[config.mk]
export PLATFORM = sky130hd
export DESIGN_NAME = dcc_regs
export DESIGN_NICKNAME = d
export VERILOG_FILES = /design/src/dcc_pkg.sv /design/src/dcc_eng_if.sv /design/src/dcc_engine.sv /design/src/dcc_regs.sv
export SDC_FILE = /design/constraint.sdc
export NUM_CORES = 2
export LEC_CHECK = 0
export BUFFER_PORTS_ARGS = -buffer_cell sky130_fd_sc_hd__buf_2
export CAP_MARGIN = 15
export CORE_MARGIN = 10
export CORE_UTILIZATION = 40
export CTS_CLUSTER_DIAMETER = 100
export CTS_CLUSTER_SIZE = 8
export DETAILED_ROUTE_END_ITERATION = 16
export HOLD_SLACK_MARGIN = 0.03
export PLACE_DENSITY_LB_ADDON = 0.1
export SLEW_MARGIN = 0
export SYNTH_ARGS = -nofsm -noshare
export SYNTH_HDL_FRONTEND = slang
export SYNTH_SLANG_ARGS = --single-unit
[constraint.sdc]
create_clock -name sys_clk_i -period 19.7 [get_ports sys_clk_i]
set_clock_uncertainty 0.2 [all_clocks]
set_input_delay 2.955 -clock sys_clk_i [delete_from_list [all_inputs] [get_ports sys_clk_i]]
set_output_delay 2.955 -clock sys_clk_i [all_outputs]
set_load 0.02 [all_outputs]
[src/dcc_pkg.sv]
// Constants shared by the calibration correction block.
// Assumes a 25 MHz system clock and an AXI4-Lite register bus.
package dcc_pkg;
	// ----------------------------------------
	// Sizes
	// ----------------------------------------
	localparam int NCH  = 8;
	localparam int GRP  = 4;
	localparam int CW   = 14;
	localparam int AW   = 9;
	localparam int FRAC = 14;
	// ----------------------------------------
	// Register map
	// ----------------------------------------
	localparam logic [8:0] A_CFG  = 9'h000;
	localparam logic [8:0] A_STAT = 9'h004;
	localparam logic [8:0] A_OFFA = 9'h008;
	localparam logic [8:0] A_OFFB = 9'h00c;
	localparam logic [3:0] B_IN   = 4'h8;
	localparam logic [3:0] B_GAIN = 4'h9;
	localparam logic [3:0] B_ZERO = 4'ha;
	localparam logic [3:0] B_DAC  = 4'hb;
	localparam int CF_CE   = 0;
	localparam int CF_G6   = 1;
	localparam int CF_FMT  = 2;
	localparam int CF_DUAL = 3;
	// ----------------------------------------
	// Reset values and codes
	// ----------------------------------------
	localparam logic [3:0]  CFG_RST   = 4'hb;
	localparam logic [13:0] GAIN_RST  = 14'h2000;
	localparam logic [13:0] ZERO_RST  = 14'h0000;
	localparam logic [13:0] IN_RST    = 14'h0000;
	localparam logic [13:0] DAC_RST   = 14'h0000;
	localparam logic [13:0] OFS_G6    = 14'h2666;
	localparam logic [13:0] OFS_G4    = 14'h2aab;
	localparam int          TRIM_TOL  = 3;
	localparam logic [14:0] GAIN_BIAS = 15'h2000;
	localparam logic [13:0] MSB_FLIP  = 14'h2000;
	localparam logic [13:0] CODE_MAX  = 14'h3fff;
	localparam logic [1:0]  RESP_OK   = 2'h0;
	localparam logic [1:0]  RESP_ERR  = 2'h2;
	typedef enum logic [1:0] {
		E_IDLE = 2'h1,
		E_CALC = 2'h2
	} dcc_eng_st_t;
endpackage

[src/dcc_eng_if.sv]
// Request and result path between register file and engine.
// Assumes both ends share one clock.
`timescale 1ns/1ps
interface dcc_eng_if;
	logic        start;
	logic [2:0]  ch;
	logic [13:0] code;
	logic [13:0] gain;
	logic [13:0] zero;
	logic        done;
	logic [2:0]  rch;
	logic [13:0] res;
	logic        busy;
	modport main (output start, ch, code, gain, zero,
		input done, rch, res, busy);
	modport eng (input start, ch, code, gain, zero,
		output done, rch, res, busy);
endinterface

[src/dcc_engine.sv]
// Shared gain and zero correction engine.
// Assumes start is only raised while busy is low.
`timescale 1ns/1ps
module dcc_engine (
	input  wire logic sys_clk_i,
	input  wire logic rst_i,
	dcc_eng_if.eng    eif
);
	dcc_pkg::dcc_eng_st_t st_r, st_nxt;
	logic [2:0]         ch_r, ch_nxt;
	logic [13:0]        code_r, code_nxt;
	logic [13:0]        gain_r, gain_nxt;
	logic [13:0]        zero_r, zero_nxt;
	logic [13:0]        res_r, res_nxt;
	logic               done_r, done_nxt;
	logic [14:0]        gsum;
	logic [28:0]        prod;
	logic [14:0]        quo;
	logic signed [16:0] sum;

	// ----------------------------------------
	// Arithmetic
	// ----------------------------------------
	always_comb begin
		gsum = {1'b0, gain_r} + dcc_pkg::GAIN_BIAS;
		prod = {15'h0, code_r} * {14'h0, gsum};
		quo = 15'(prod >> dcc_pkg::FRAC);
		sum = $signed({2'b00, quo}) + $signed({{3{zero_r[13]}}, zero_r});
		st_nxt = st_r;
		ch_nxt = ch_r;
		code_nxt = code_r;
		gain_nxt = gain_r;
		zero_nxt = zero_r;
		res_nxt = res_r;
		done_nxt = 1'b0;
		unique case (st_r)
			dcc_pkg::E_IDLE: begin
				if (eif.start) begin
					ch_nxt = eif.ch;
					code_nxt = eif.code;
					gain_nxt = eif.gain;
					zero_nxt = eif.zero;
					st_nxt = dcc_pkg::E_CALC;
				end
			end
			dcc_pkg::E_CALC: begin
				done_nxt = 1'b1;
				st_nxt = dcc_pkg::E_IDLE;
				// Clamp so that overflow never wraps the code
				if (sum < 0)
					res_nxt = 14'h0000;
				else if (sum > $signed({3'b000, dcc_pkg::CODE_MAX}))
					res_nxt = dcc_pkg::CODE_MAX;
				else
					res_nxt = sum[13:0];
			end
			default: st_nxt = dcc_pkg::E_IDLE;
		endcase
	end

	always_ff @(posedge sys_clk_i or posedge rst_i) begin
		if (rst_i) begin
			st_r <= dcc_pkg::E_IDLE;
			ch_r <= 3'h0;
			code_r <= 14'h0000;
			gain_r <= 14'h0000;
			zero_r <= 14'h0000;
			res_r <= 14'h0000;
			done_r <= 1'b0;
		end else begin
			st_r <= st_nxt;
			ch_r <= ch_nxt;
			code_r <= code_nxt;
			gain_r <= gain_nxt;
			zero_r <= zero_nxt;
			res_r <= res_nxt;
			done_r <= done_nxt;
		end
	end

	assign eif.done = done_r;
	assign eif.res = res_r;
	assign eif.rch = ch_r;
	assign eif.busy = (st_r == dcc_pkg::E_CALC);
endmodule

[src/dcc_regs.sv]
// Register file and dispatcher of the calibration correction block.
// Assumes an AXI4-Lite master on sys_clk_i that offers address and
// data together; converter latches sit outside.
//
// Added by the designer: the AXI4-Lite slave port and the register addresses.
`timescale 1ns/1ps
module dcc_regs #(
	parameter logic [13:0] TRIM_A_G6 = dcc_pkg::OFS_G6,
	parameter logic [13:0] TRIM_B_G6 = dcc_pkg::OFS_G6,
	parameter logic [13:0] TRIM_A_G4 = dcc_pkg::OFS_G4,
	parameter logic [13:0] TRIM_B_G4 = dcc_pkg::OFS_G4
) (
	input  wire logic          sys_clk_i,
	input  wire logic          rst_i,
	input  wire logic [8:0]    s_axi_awaddr_i,
	input  wire logic          s_axi_awvalid_i,
	output logic               s_axi_awready_o,
	input  wire logic [31:0]   s_axi_wdata_i,
	input  wire logic [3:0]    s_axi_wstrb_i,
	input  wire logic          s_axi_wvalid_i,
	output logic               s_axi_wready_o,
	output logic [1:0]         s_axi_bresp_o,
	output logic               s_axi_bvalid_o,
	input  wire logic          s_axi_bready_i,
	input  wire logic [8:0]    s_axi_araddr_i,
	input  wire logic          s_axi_arvalid_i,
	output logic               s_axi_arready_o,
	output logic [31:0]        s_axi_rdata_o,
	output logic [1:0]         s_axi_rresp_o,
	output logic               s_axi_rvalid_o,
	input  wire logic          s_axi_rready_i,
	output logic [111:0]       dac_code_o,
	output logic [27:0]        group_offset_code_o,
	output logic               offset_pd_o,
	output logic               gain_six_o
);
	localparam int N = dcc_pkg::NCH;

	// ----------------------------------------
	// Parameter checks
	// ----------------------------------------
	localparam int LO6 = int'(dcc_pkg::OFS_G6) - dcc_pkg::TRIM_TOL;
	localparam int HI6 = int'(dcc_pkg::OFS_G6) + dcc_pkg::TRIM_TOL;
	localparam int LO4 = int'(dcc_pkg::OFS_G4) - dcc_pkg::TRIM_TOL;
	localparam int HI4 = int'(dcc_pkg::OFS_G4) + dcc_pkg::TRIM_TOL;
	if (int'(TRIM_A_G6) < LO6 || int'(TRIM_A_G6) > HI6 ||
		int'(TRIM_B_G6) < LO6 || int'(TRIM_B_G6) > HI6 ||
		int'(TRIM_A_G4) < LO4 || int'(TRIM_A_G4) > HI4 ||
		int'(TRIM_B_G4) < LO4 || int'(TRIM_B_G4) > HI4) begin : g_bad
		$error("offset trim outside three LSB of nominal");
	end

	logic [3:0]  cfg_r, cfg_nxt;
	logic [13:0] in_r [N];
	logic [13:0] in_nxt [N];
	logic [13:0] gain_r [N];
	logic [13:0] gain_nxt [N];
	logic [13:0] zero_r [N];
	logic [13:0] zero_nxt [N];
	logic [13:0] dac_r [N];
	logic [13:0] dac_nxt [N];
	logic [13:0] off_r [2];
	logic [13:0] off_nxt [2];
	logic [7:0]  pend_r, pend_nxt;
	logic        start_r, start_nxt;
	logic [2:0]  sel_r, sel_nxt;
	logic        pd_r, pd_nxt;
	logic        aw_r, aw_nxt;
	logic        bv_r, bv_nxt;
	logic [1:0]  br_r, br_nxt;
	logic        ar_r, ar_nxt;
	logic        rv_r, rv_nxt;
	logic [1:0]  rr_r, rr_nxt;
	logic [31:0] rd_r, rd_nxt;
	logic        wr_go, rd_go, ce, wok, rok;
	logic [8:0]  wword, rword;
	logic [3:0]  wblk, rblk;
	logic [2:0]  wch, rch;
	logic [13:0] flip;

	dcc_eng_if eif ();

	dcc_engine u_eng (
		.sys_clk_i (sys_clk_i),
		.rst_i     (rst_i),
		.eif       (eif)
	);

	// Byte lanes 0 and 1 carry the 14-bit field
	function automatic logic [13:0] merge(input logic [13:0] old,
		input logic [31:0] d, input logic [3:0] s);
		logic [13:0] v;
		v = old;
		if (s[0])
			v[7:0] = d[7:0];
		if (s[1])
			v[13:8] = d[13:8];
		return v;
	endfunction

	// ----------------------------------------
	// Decode
	// ----------------------------------------
	assign wr_go = aw_r && s_axi_awvalid_i && s_axi_wvalid_i;
	assign rd_go = ar_r && s_axi_arvalid_i;
	assign wword = {s_axi_awaddr_i[8:2], 2'b00};
	assign rword = {s_axi_araddr_i[8:2], 2'b00};
	assign wblk = s_axi_awaddr_i[8:5];
	assign rblk = s_axi_araddr_i[8:5];
	assign wch = s_axi_awaddr_i[4:2];
	assign rch = s_axi_araddr_i[4:2];
	assign ce = cfg_r[dcc_pkg::CF_CE];
	// Twos complement DAC and offset codes are held as straight binary; input codes are held as written
	assign flip = cfg_r[dcc_pkg::CF_FMT] ? dcc_pkg::MSB_FLIP : 14'h0000;

	assign eif.start = start_r;
	assign eif.ch = sel_r;
	assign eif.code = in_r[sel_r] ^ flip;
	assign eif.gain = gain_r[sel_r];
	assign eif.zero = zero_r[sel_r];

	// ----------------------------------------
	// Next state
	// ----------------------------------------
	always_comb begin
		cfg_nxt = cfg_r;
		in_nxt = in_r;
		gain_nxt = gain_r;
		zero_nxt = zero_r;
		dac_nxt = dac_r;
		off_nxt = off_r;
		pend_nxt = pend_r;
		start_nxt = 1'b0;
		sel_nxt = sel_r;
		aw_nxt = s_axi_awvalid_i && s_axi_wvalid_i && !aw_r && !bv_r;
		bv_nxt = bv_r && !s_axi_bready_i;
		br_nxt = br_r;
		ar_nxt = s_axi_arvalid_i && !ar_r && !rv_r;
		rv_nxt = rv_r && !s_axi_rready_i;
		rr_nxt = rr_r;
		rd_nxt = rd_r;
		wok = 1'b1;
		rok = 1'b1;
		// Lowest pending channel goes first; engine takes one at a time
		if (!start_r && !eif.busy && |pend_r) begin
			start_nxt = 1'b1;
			for (int i = N - 1; i >= 0; i--)
				if (pend_r[i])
					sel_nxt = 3'(i);
			pend_nxt[sel_nxt] = 1'b0;
		end
		if (eif.done)
			dac_nxt[eif.rch] = eif.res;
		// A host write after this point wins over a finishing result
		if (wr_go) begin
			bv_nxt = 1'b1;
			if (wword == dcc_pkg::A_CFG) begin
				if (s_axi_wstrb_i[0])
					cfg_nxt = s_axi_wdata_i[3:0];
				if (cfg_nxt[dcc_pkg::CF_G6] != cfg_r[dcc_pkg::CF_G6]) begin
					off_nxt[0] = cfg_nxt[dcc_pkg::CF_G6] ?
						TRIM_A_G6 : TRIM_A_G4;
					off_nxt[1] = cfg_nxt[dcc_pkg::CF_G6] ?
						TRIM_B_G6 : TRIM_B_G4;
				end
			end else if (wword == dcc_pkg::A_OFFA)
				off_nxt[0] = merge(off_r[0] ^ flip, s_axi_wdata_i,
					s_axi_wstrb_i) ^ flip;
			else if (wword == dcc_pkg::A_OFFB)
				off_nxt[1] = merge(off_r[1] ^ flip, s_axi_wdata_i,
					s_axi_wstrb_i) ^ flip;
			else if (wblk == dcc_pkg::B_IN) begin
				in_nxt[wch] = merge(in_r[wch], s_axi_wdata_i, s_axi_wstrb_i);
				if (ce)
					pend_nxt[wch] = 1'b1;
				else
					dac_nxt[wch] = in_nxt[wch] ^ flip;
			end else if (wblk == dcc_pkg::B_GAIN) begin
				gain_nxt[wch] = merge(gain_r[wch], s_axi_wdata_i,
					s_axi_wstrb_i);
				if (ce)
					pend_nxt[wch] = 1'b1;
			end else if (wblk == dcc_pkg::B_ZERO) begin
				zero_nxt[wch] = merge(zero_r[wch], s_axi_wdata_i,
					s_axi_wstrb_i);
				if (ce)
					pend_nxt[wch] = 1'b1;
			end else if (wblk == dcc_pkg::B_DAC)
				dac_nxt[wch] = merge(dac_r[wch] ^ flip, s_axi_wdata_i,
					s_axi_wstrb_i) ^ flip;
			else if (wword != dcc_pkg::A_STAT)
				wok = 1'b0;
			br_nxt = wok ? dcc_pkg::RESP_OK : dcc_pkg::RESP_ERR;
		end
		pd_nxt = !cfg_nxt[dcc_pkg::CF_DUAL];
		if (rd_go) begin
			rv_nxt = 1'b1;
			rd_nxt = 32'h0;
			if (rword == dcc_pkg::A_CFG)
				rd_nxt = {28'h0, cfg_r};
			else if (rword == dcc_pkg::A_STAT)
				rd_nxt = {23'h0, eif.busy | start_r, pend_r};
			else if (rword == dcc_pkg::A_OFFA)
				rd_nxt = {18'h0, off_r[0] ^ flip};
			else if (rword == dcc_pkg::A_OFFB)
				rd_nxt = {18'h0, off_r[1] ^ flip};
			else if (rblk == dcc_pkg::B_IN)
				rd_nxt = {18'h0, in_r[rch]};
			else if (rblk == dcc_pkg::B_GAIN)
				rd_nxt = {18'h0, gain_r[rch]};
			else if (rblk == dcc_pkg::B_ZERO)
				rd_nxt = {18'h0, zero_r[rch]};
			else if (rblk == dcc_pkg::B_DAC)
				rd_nxt = {18'h0, dac_r[rch] ^ flip};
			else
				rok = 1'b0;
			rr_nxt = rok ? dcc_pkg::RESP_OK : dcc_pkg::RESP_ERR;
		end
	end

	// ----------------------------------------
	// Registers
	// ----------------------------------------
	always_ff @(posedge sys_clk_i or posedge rst_i) begin
		if (rst_i) begin
			cfg_r <= dcc_pkg::CFG_RST;
			for (int i = 0; i < N; i++) begin
				in_r[i] <= dcc_pkg::IN_RST;
				gain_r[i] <= dcc_pkg::GAIN_RST;
				zero_r[i] <= dcc_pkg::ZERO_RST;
				dac_r[i] <= dcc_pkg::DAC_RST;
			end
			off_r[0] <= TRIM_A_G6;
			off_r[1] <= TRIM_B_G6;
			pend_r <= 8'h00;
			start_r <= 1'b0;
			sel_r <= 3'h0;
			pd_r <= 1'b0;
			aw_r <= 1'b0;
			bv_r <= 1'b0;
			br_r <= dcc_pkg::RESP_OK;
			ar_r <= 1'b0;
			rv_r <= 1'b0;
			rr_r <= dcc_pkg::RESP_OK;
			rd_r <= 32'h0;
		end else begin
			cfg_r <= cfg_nxt;
			in_r <= in_nxt;
			gain_r <= gain_nxt;
			zero_r <= zero_nxt;
			dac_r <= dac_nxt;
			off_r <= off_nxt;
			pend_r <= pend_nxt;
			start_r <= start_nxt;
			sel_r <= sel_nxt;
			pd_r <= pd_nxt;
			aw_r <= aw_nxt;
			bv_r <= bv_nxt;
			br_r <= br_nxt;
			ar_r <= ar_nxt;
			rv_r <= rv_nxt;
			rr_r <= rr_nxt;
			rd_r <= rd_nxt;
		end
	end

	// ----------------------------------------
	// Outputs
	// ----------------------------------------
	for (genvar g = 0; g < N; g++) begin : g_dac
		assign dac_code_o[g*dcc_pkg::CW +: dcc_pkg::CW] = dac_r[g];
	end
	for (genvar g = 0; g < N / dcc_pkg::GRP; g++) begin : g_grp
		assign group_offset_code_o[g*dcc_pkg::CW +: dcc_pkg::CW] =
			off_r[g];
	end
	assign offset_pd_o = pd_r;
	assign gain_six_o = cfg_r[dcc_pkg::CF_G6];
	assign s_axi_awready_o = aw_r;
	assign s_axi_wready_o = aw_r;
	assign s_axi_bvalid_o = bv_r;
	assign s_axi_bresp_o = br_r;
	assign s_axi_arready_o = ar_r;
	assign s_axi_rvalid_o = rv_r;
	assign s_axi_rresp_o = rr_r;
	assign s_axi_rdata_o = rd_r;
endmodule

==> flow_summary.yaml <==
clock_network:
  cts_made_buffers: 81
  cts_tree: "built"
  root_buffer: "clkbuf_16"
  insertion_delay_ns: 0.65
  clk_pin_slew_ns: 0.05
  htreeDepth: 3
  clk_path_buf_depth: 3
  cts_setup_buffers: 0
  clock_sink_count: 575
  cts.repair.resized: 0
  cts_hold_buf: 0
die:
  io_pins: 244
  die_area_um2: 117000
  chipHeight_um: 342.0
  fp.dieW_um: 342.0
  num_rows: 118
  start_util: 0.4019
  core-area_um2: 103200
pwr:
  ir_worst_vdd_uv: 53.10
  netSwitchingFraction: 0.2814
  p_switching_mw: 0.8027
  pwr-share-comb: 0.111
  p_total_mw: 2.853
  p_per_area_nw_per_um2: 62.34
  internal_power_mw: 2.050
  pwr-share-seq: 0.433
  p_leak_nw: 20.49
  clock_power_share: 0.457
synthesis:
  ys_seq_area_frac: 0.3477
  synth_warnings: 0
  synth_cells: 3935
  synth_area_per_cell_um2: 10.54
  synth_seq_cells: 575
  yosysUniqueCellTypes: 95
  synthArstFlopShare: 1.000
  synth_edf_count: 0
  netlist_area_um2: 41470
  synth_flop_cell: "dfrtp_1"
route:
  routed_wirelength_um: 169500
  via_per_inst: 6.289
  detail-route-antenna-nets: 0
  wl_per_cell_um: 31.35
  first_iter_violations: 3488
  drc: 0
  drt_first_pass_iters: 8
  num_vias: 34011
critical_path:
  crit_required_ns: 19.97
  critPathCaptureType: "register"
  crit_path_max_fanout: 15
  crit_type: "reg -> reg"
  crit_family: "adder cells"
  critical_path.startpoint: "u_eng.gain_r[9]"
  crit_path_start_kind: "register"
  crit_buf_inv: 5
  r2r-start: "u_eng.gain_r[9]"
  cp_common_cell: "fa_1"
  arrival_ns: 9.48
  cp_slowest_stage_delay_ns: 0.69
  critical-path-slowest-cell: "dfrtp_1"
timing:
  fin_crit_sh: 0.4676
  finalWorstSetupSlack_ns: 10.49
  slew_headroom: 0.1209
  hold_viol: 0
  slew_viol_final: 0
  finalSetupTns_ns: 0
  timing.fmax_mhz: 108.6
  min_period_ns: 9.211
  rsz0062_at_grt: "no"
  setup_viol: 0
  tightest_slew_ns: 1.315
global_routing:
  grt_max_degree: 154
  antenna_found_initial: 9
  grt_pass1_wl_um: 244800
  grt_usage: 0.2834
  grt_overflow: 0
  grt_pass1_vias: 33714
place:
  portBuffers: 199
  dpl_worst_slack_ns: 10.49
  dp_cells: 5294
  hpwl_um: 113300
  finalWeightedCongestion: 0.8907
hold_path:
  hp-class: "reg -> reg"
  min-delay-start: "s_axi_bvalid_o"
layout:
  multi_input_area_um2: 24980
  layout-drive-gt1-share: 0.2399
  final_util: 0.4435
  nets: 4316
  areaGrowthSynthToFinish_pct: 10.35
  num-fill-cells: 9942
  layoutNonFillerInstCount: 5408
  seqCellArea_um2: 14430
outcome:
  outcome: "complete, no violations"
run:
  cap_violations: 0
-- flip-flops by register name (all words and copies together), names as in the netlist, 2 cells and up --
name and cells:
cfg_r 4, dac_code_o 112, eif.ch 3, gain_r 112, group_offset_code_o 28, in_r 112
pend_r 8, s_axi_rdata_o 14, u_eng.code_r 14, u_eng.eif.rch 3, u_eng.eif.res 14, u_eng.gain_r 14
u_eng.st_r 2, u_eng.zero_r 14, zero_r 112
-- area by class of cell --
| type | instances | share of cell area |
|---|---|---|
| well taps | 1380 | 0.03773 |
| inverters | 197 | 0.01635 |
| diodes | 5 | 0.0002734 |
| repair buffers | 281 | 0.03672 |
| clock inverters | 3 | 0.0005741 |
| multi-input cells | 2861 | 0.5458 |
| flip-flops and latches | 575 | 0.3153 |
| clock buffers | 106 | 0.04727 |
-- synthesized netlist by cell type, drive strengths merged, types with 95 or more instances --
| master | number | share of area |
|---|---|---|
| mux2 | 303 | 0.082 |
| mux4 | 212 | 0.12 |
| buf | 163 | 0.022 |
| a22oi | 110 | 0.020 |
| and2 | 95 | 0.014 |
| nand2 | 562 | 0.051 |
| clkbuf | 160 | 0.014 |
| a21oi | 224 | 0.027 |
| mux2i | 187 | 0.045 |
| nor2 | 122 | 0.011 |
| o21ai | 315 | 0.038 |
| fa | 153 | 0.074 |
| dfrtp | 549 | 0.33 |
| inv | 195 | 0.018 |
| ha | 105 | 0.032 |
-- path summary, 6_finish.rpt --
kind                                      to  slack (ns)  cells after the start
hold / removal               s_axi_awready_o        0.24                      1
hold reg to reg              s_axi_awready_o        0.24                      1
max in group asynchronous   u_eng.gain_r[12]       14.84                      4
setup / recovery           u_eng.eif.res[11]       10.49                     28
setup reg to reg           u_eng.eif.res[11]       10.49                     28
min in group asynchronous         zero_r[25]        2.24                      2
-- logic make-up (layout without fill, tap and decap cells) --
| logic type | Yosys count | count (layout) | share of synthesized area |
|---|---|---|---|
| AOI/OAI and AO/OA | 922 | 922 | 0.1434 |
| other | 2 | 28 | 0.0001811 |
| DFF | 575 | 575 | 0.3477 |
| buffers and inverters | 520 | 587 | 0.05467 |
| adders and majority gates | 258 | 258 | 0.1055 |
| and+or+nand+nor | 924 | 924 | 0.09917 |
| xor gates and xnor gates | 32 | 32 | 0.006758 |
| muxes | 702 | 702 | 0.2425 |
-- layer usage --
layer / up-vias / global-route usage / wire, um
met1: 17510 / 0.3754 / 68050
met5: - / 0 / 23
li1: 14325 / - / -
met2: 1767 / 0.4468 / 77560
met4: 4 / 0.1286 / 8500
met3: 405 / 0.05495 / 15400
-- placed cells by master (no fill, tap or decap), types with 18 or more instances in the layout --
master,synthesis,routed
a221o_1,68,68
a22o_1,18,18
fa_1,153,153
and2_1,93,91
a21oi_1,219,218
ha_1,105,105
nor3_1,20,18
inv_1,194,193
nand2_1,559,559
a221oi_1,18,18
nor2_1,118,89
xnor2_1,23,23
dfrtp_1,549,547
clkbuf_1,160,23
buf_2,83,194
dfstp_2,26,26
a22oi_1,110,110
o21ai_1,63,63
conb_1,2,23
a31oi_1,22,22
nand2b_1,26,26
mux2_2,278,278
buf_4,44,80
mux2i_1,187,187
nor2b_1,24,19
o31ai_1,25,25
clkbuf_16,0,83
o21ai_0,251,251
mux2_1,25,25
nor2_2,4,31
mux4_2,212,212
-- power groups by stage --
stage	Sequential [mW]	Clock [mW]	Combinational [mW]
4_1_cts	1.23	1.32	0.313
2_1_floorplan	1.26	0	0.174
3_5_place_dp	1.25	0	0.312
3_3_place_gp	1.25	0	0.312
5_1_grt	1.24	1.37	0.331
6_report	1.23	1.30	0.316
-- worst reg2reg max path: cells and delay by family (launching register included) --
kind	cells	cell delay, ns
compound gates	9	2.08
buf+inv	5	0.39
flops	1	0.69
simple gates	6	2.19
fa+ha+maj	8	3.51
-- per-stage QoR --
step / area (um2) / hold WS (ns)
floorplan: 41550 / 0.2563
global route: 45750 / 0.2889
finish: 45770 / 0.2449
CTS: 45750 / 0.2460
detailed placement: 43560 / 0.2391
global placement: 43560 / 0.2419
Note: power is estimated with default switching activity, not from simulation.
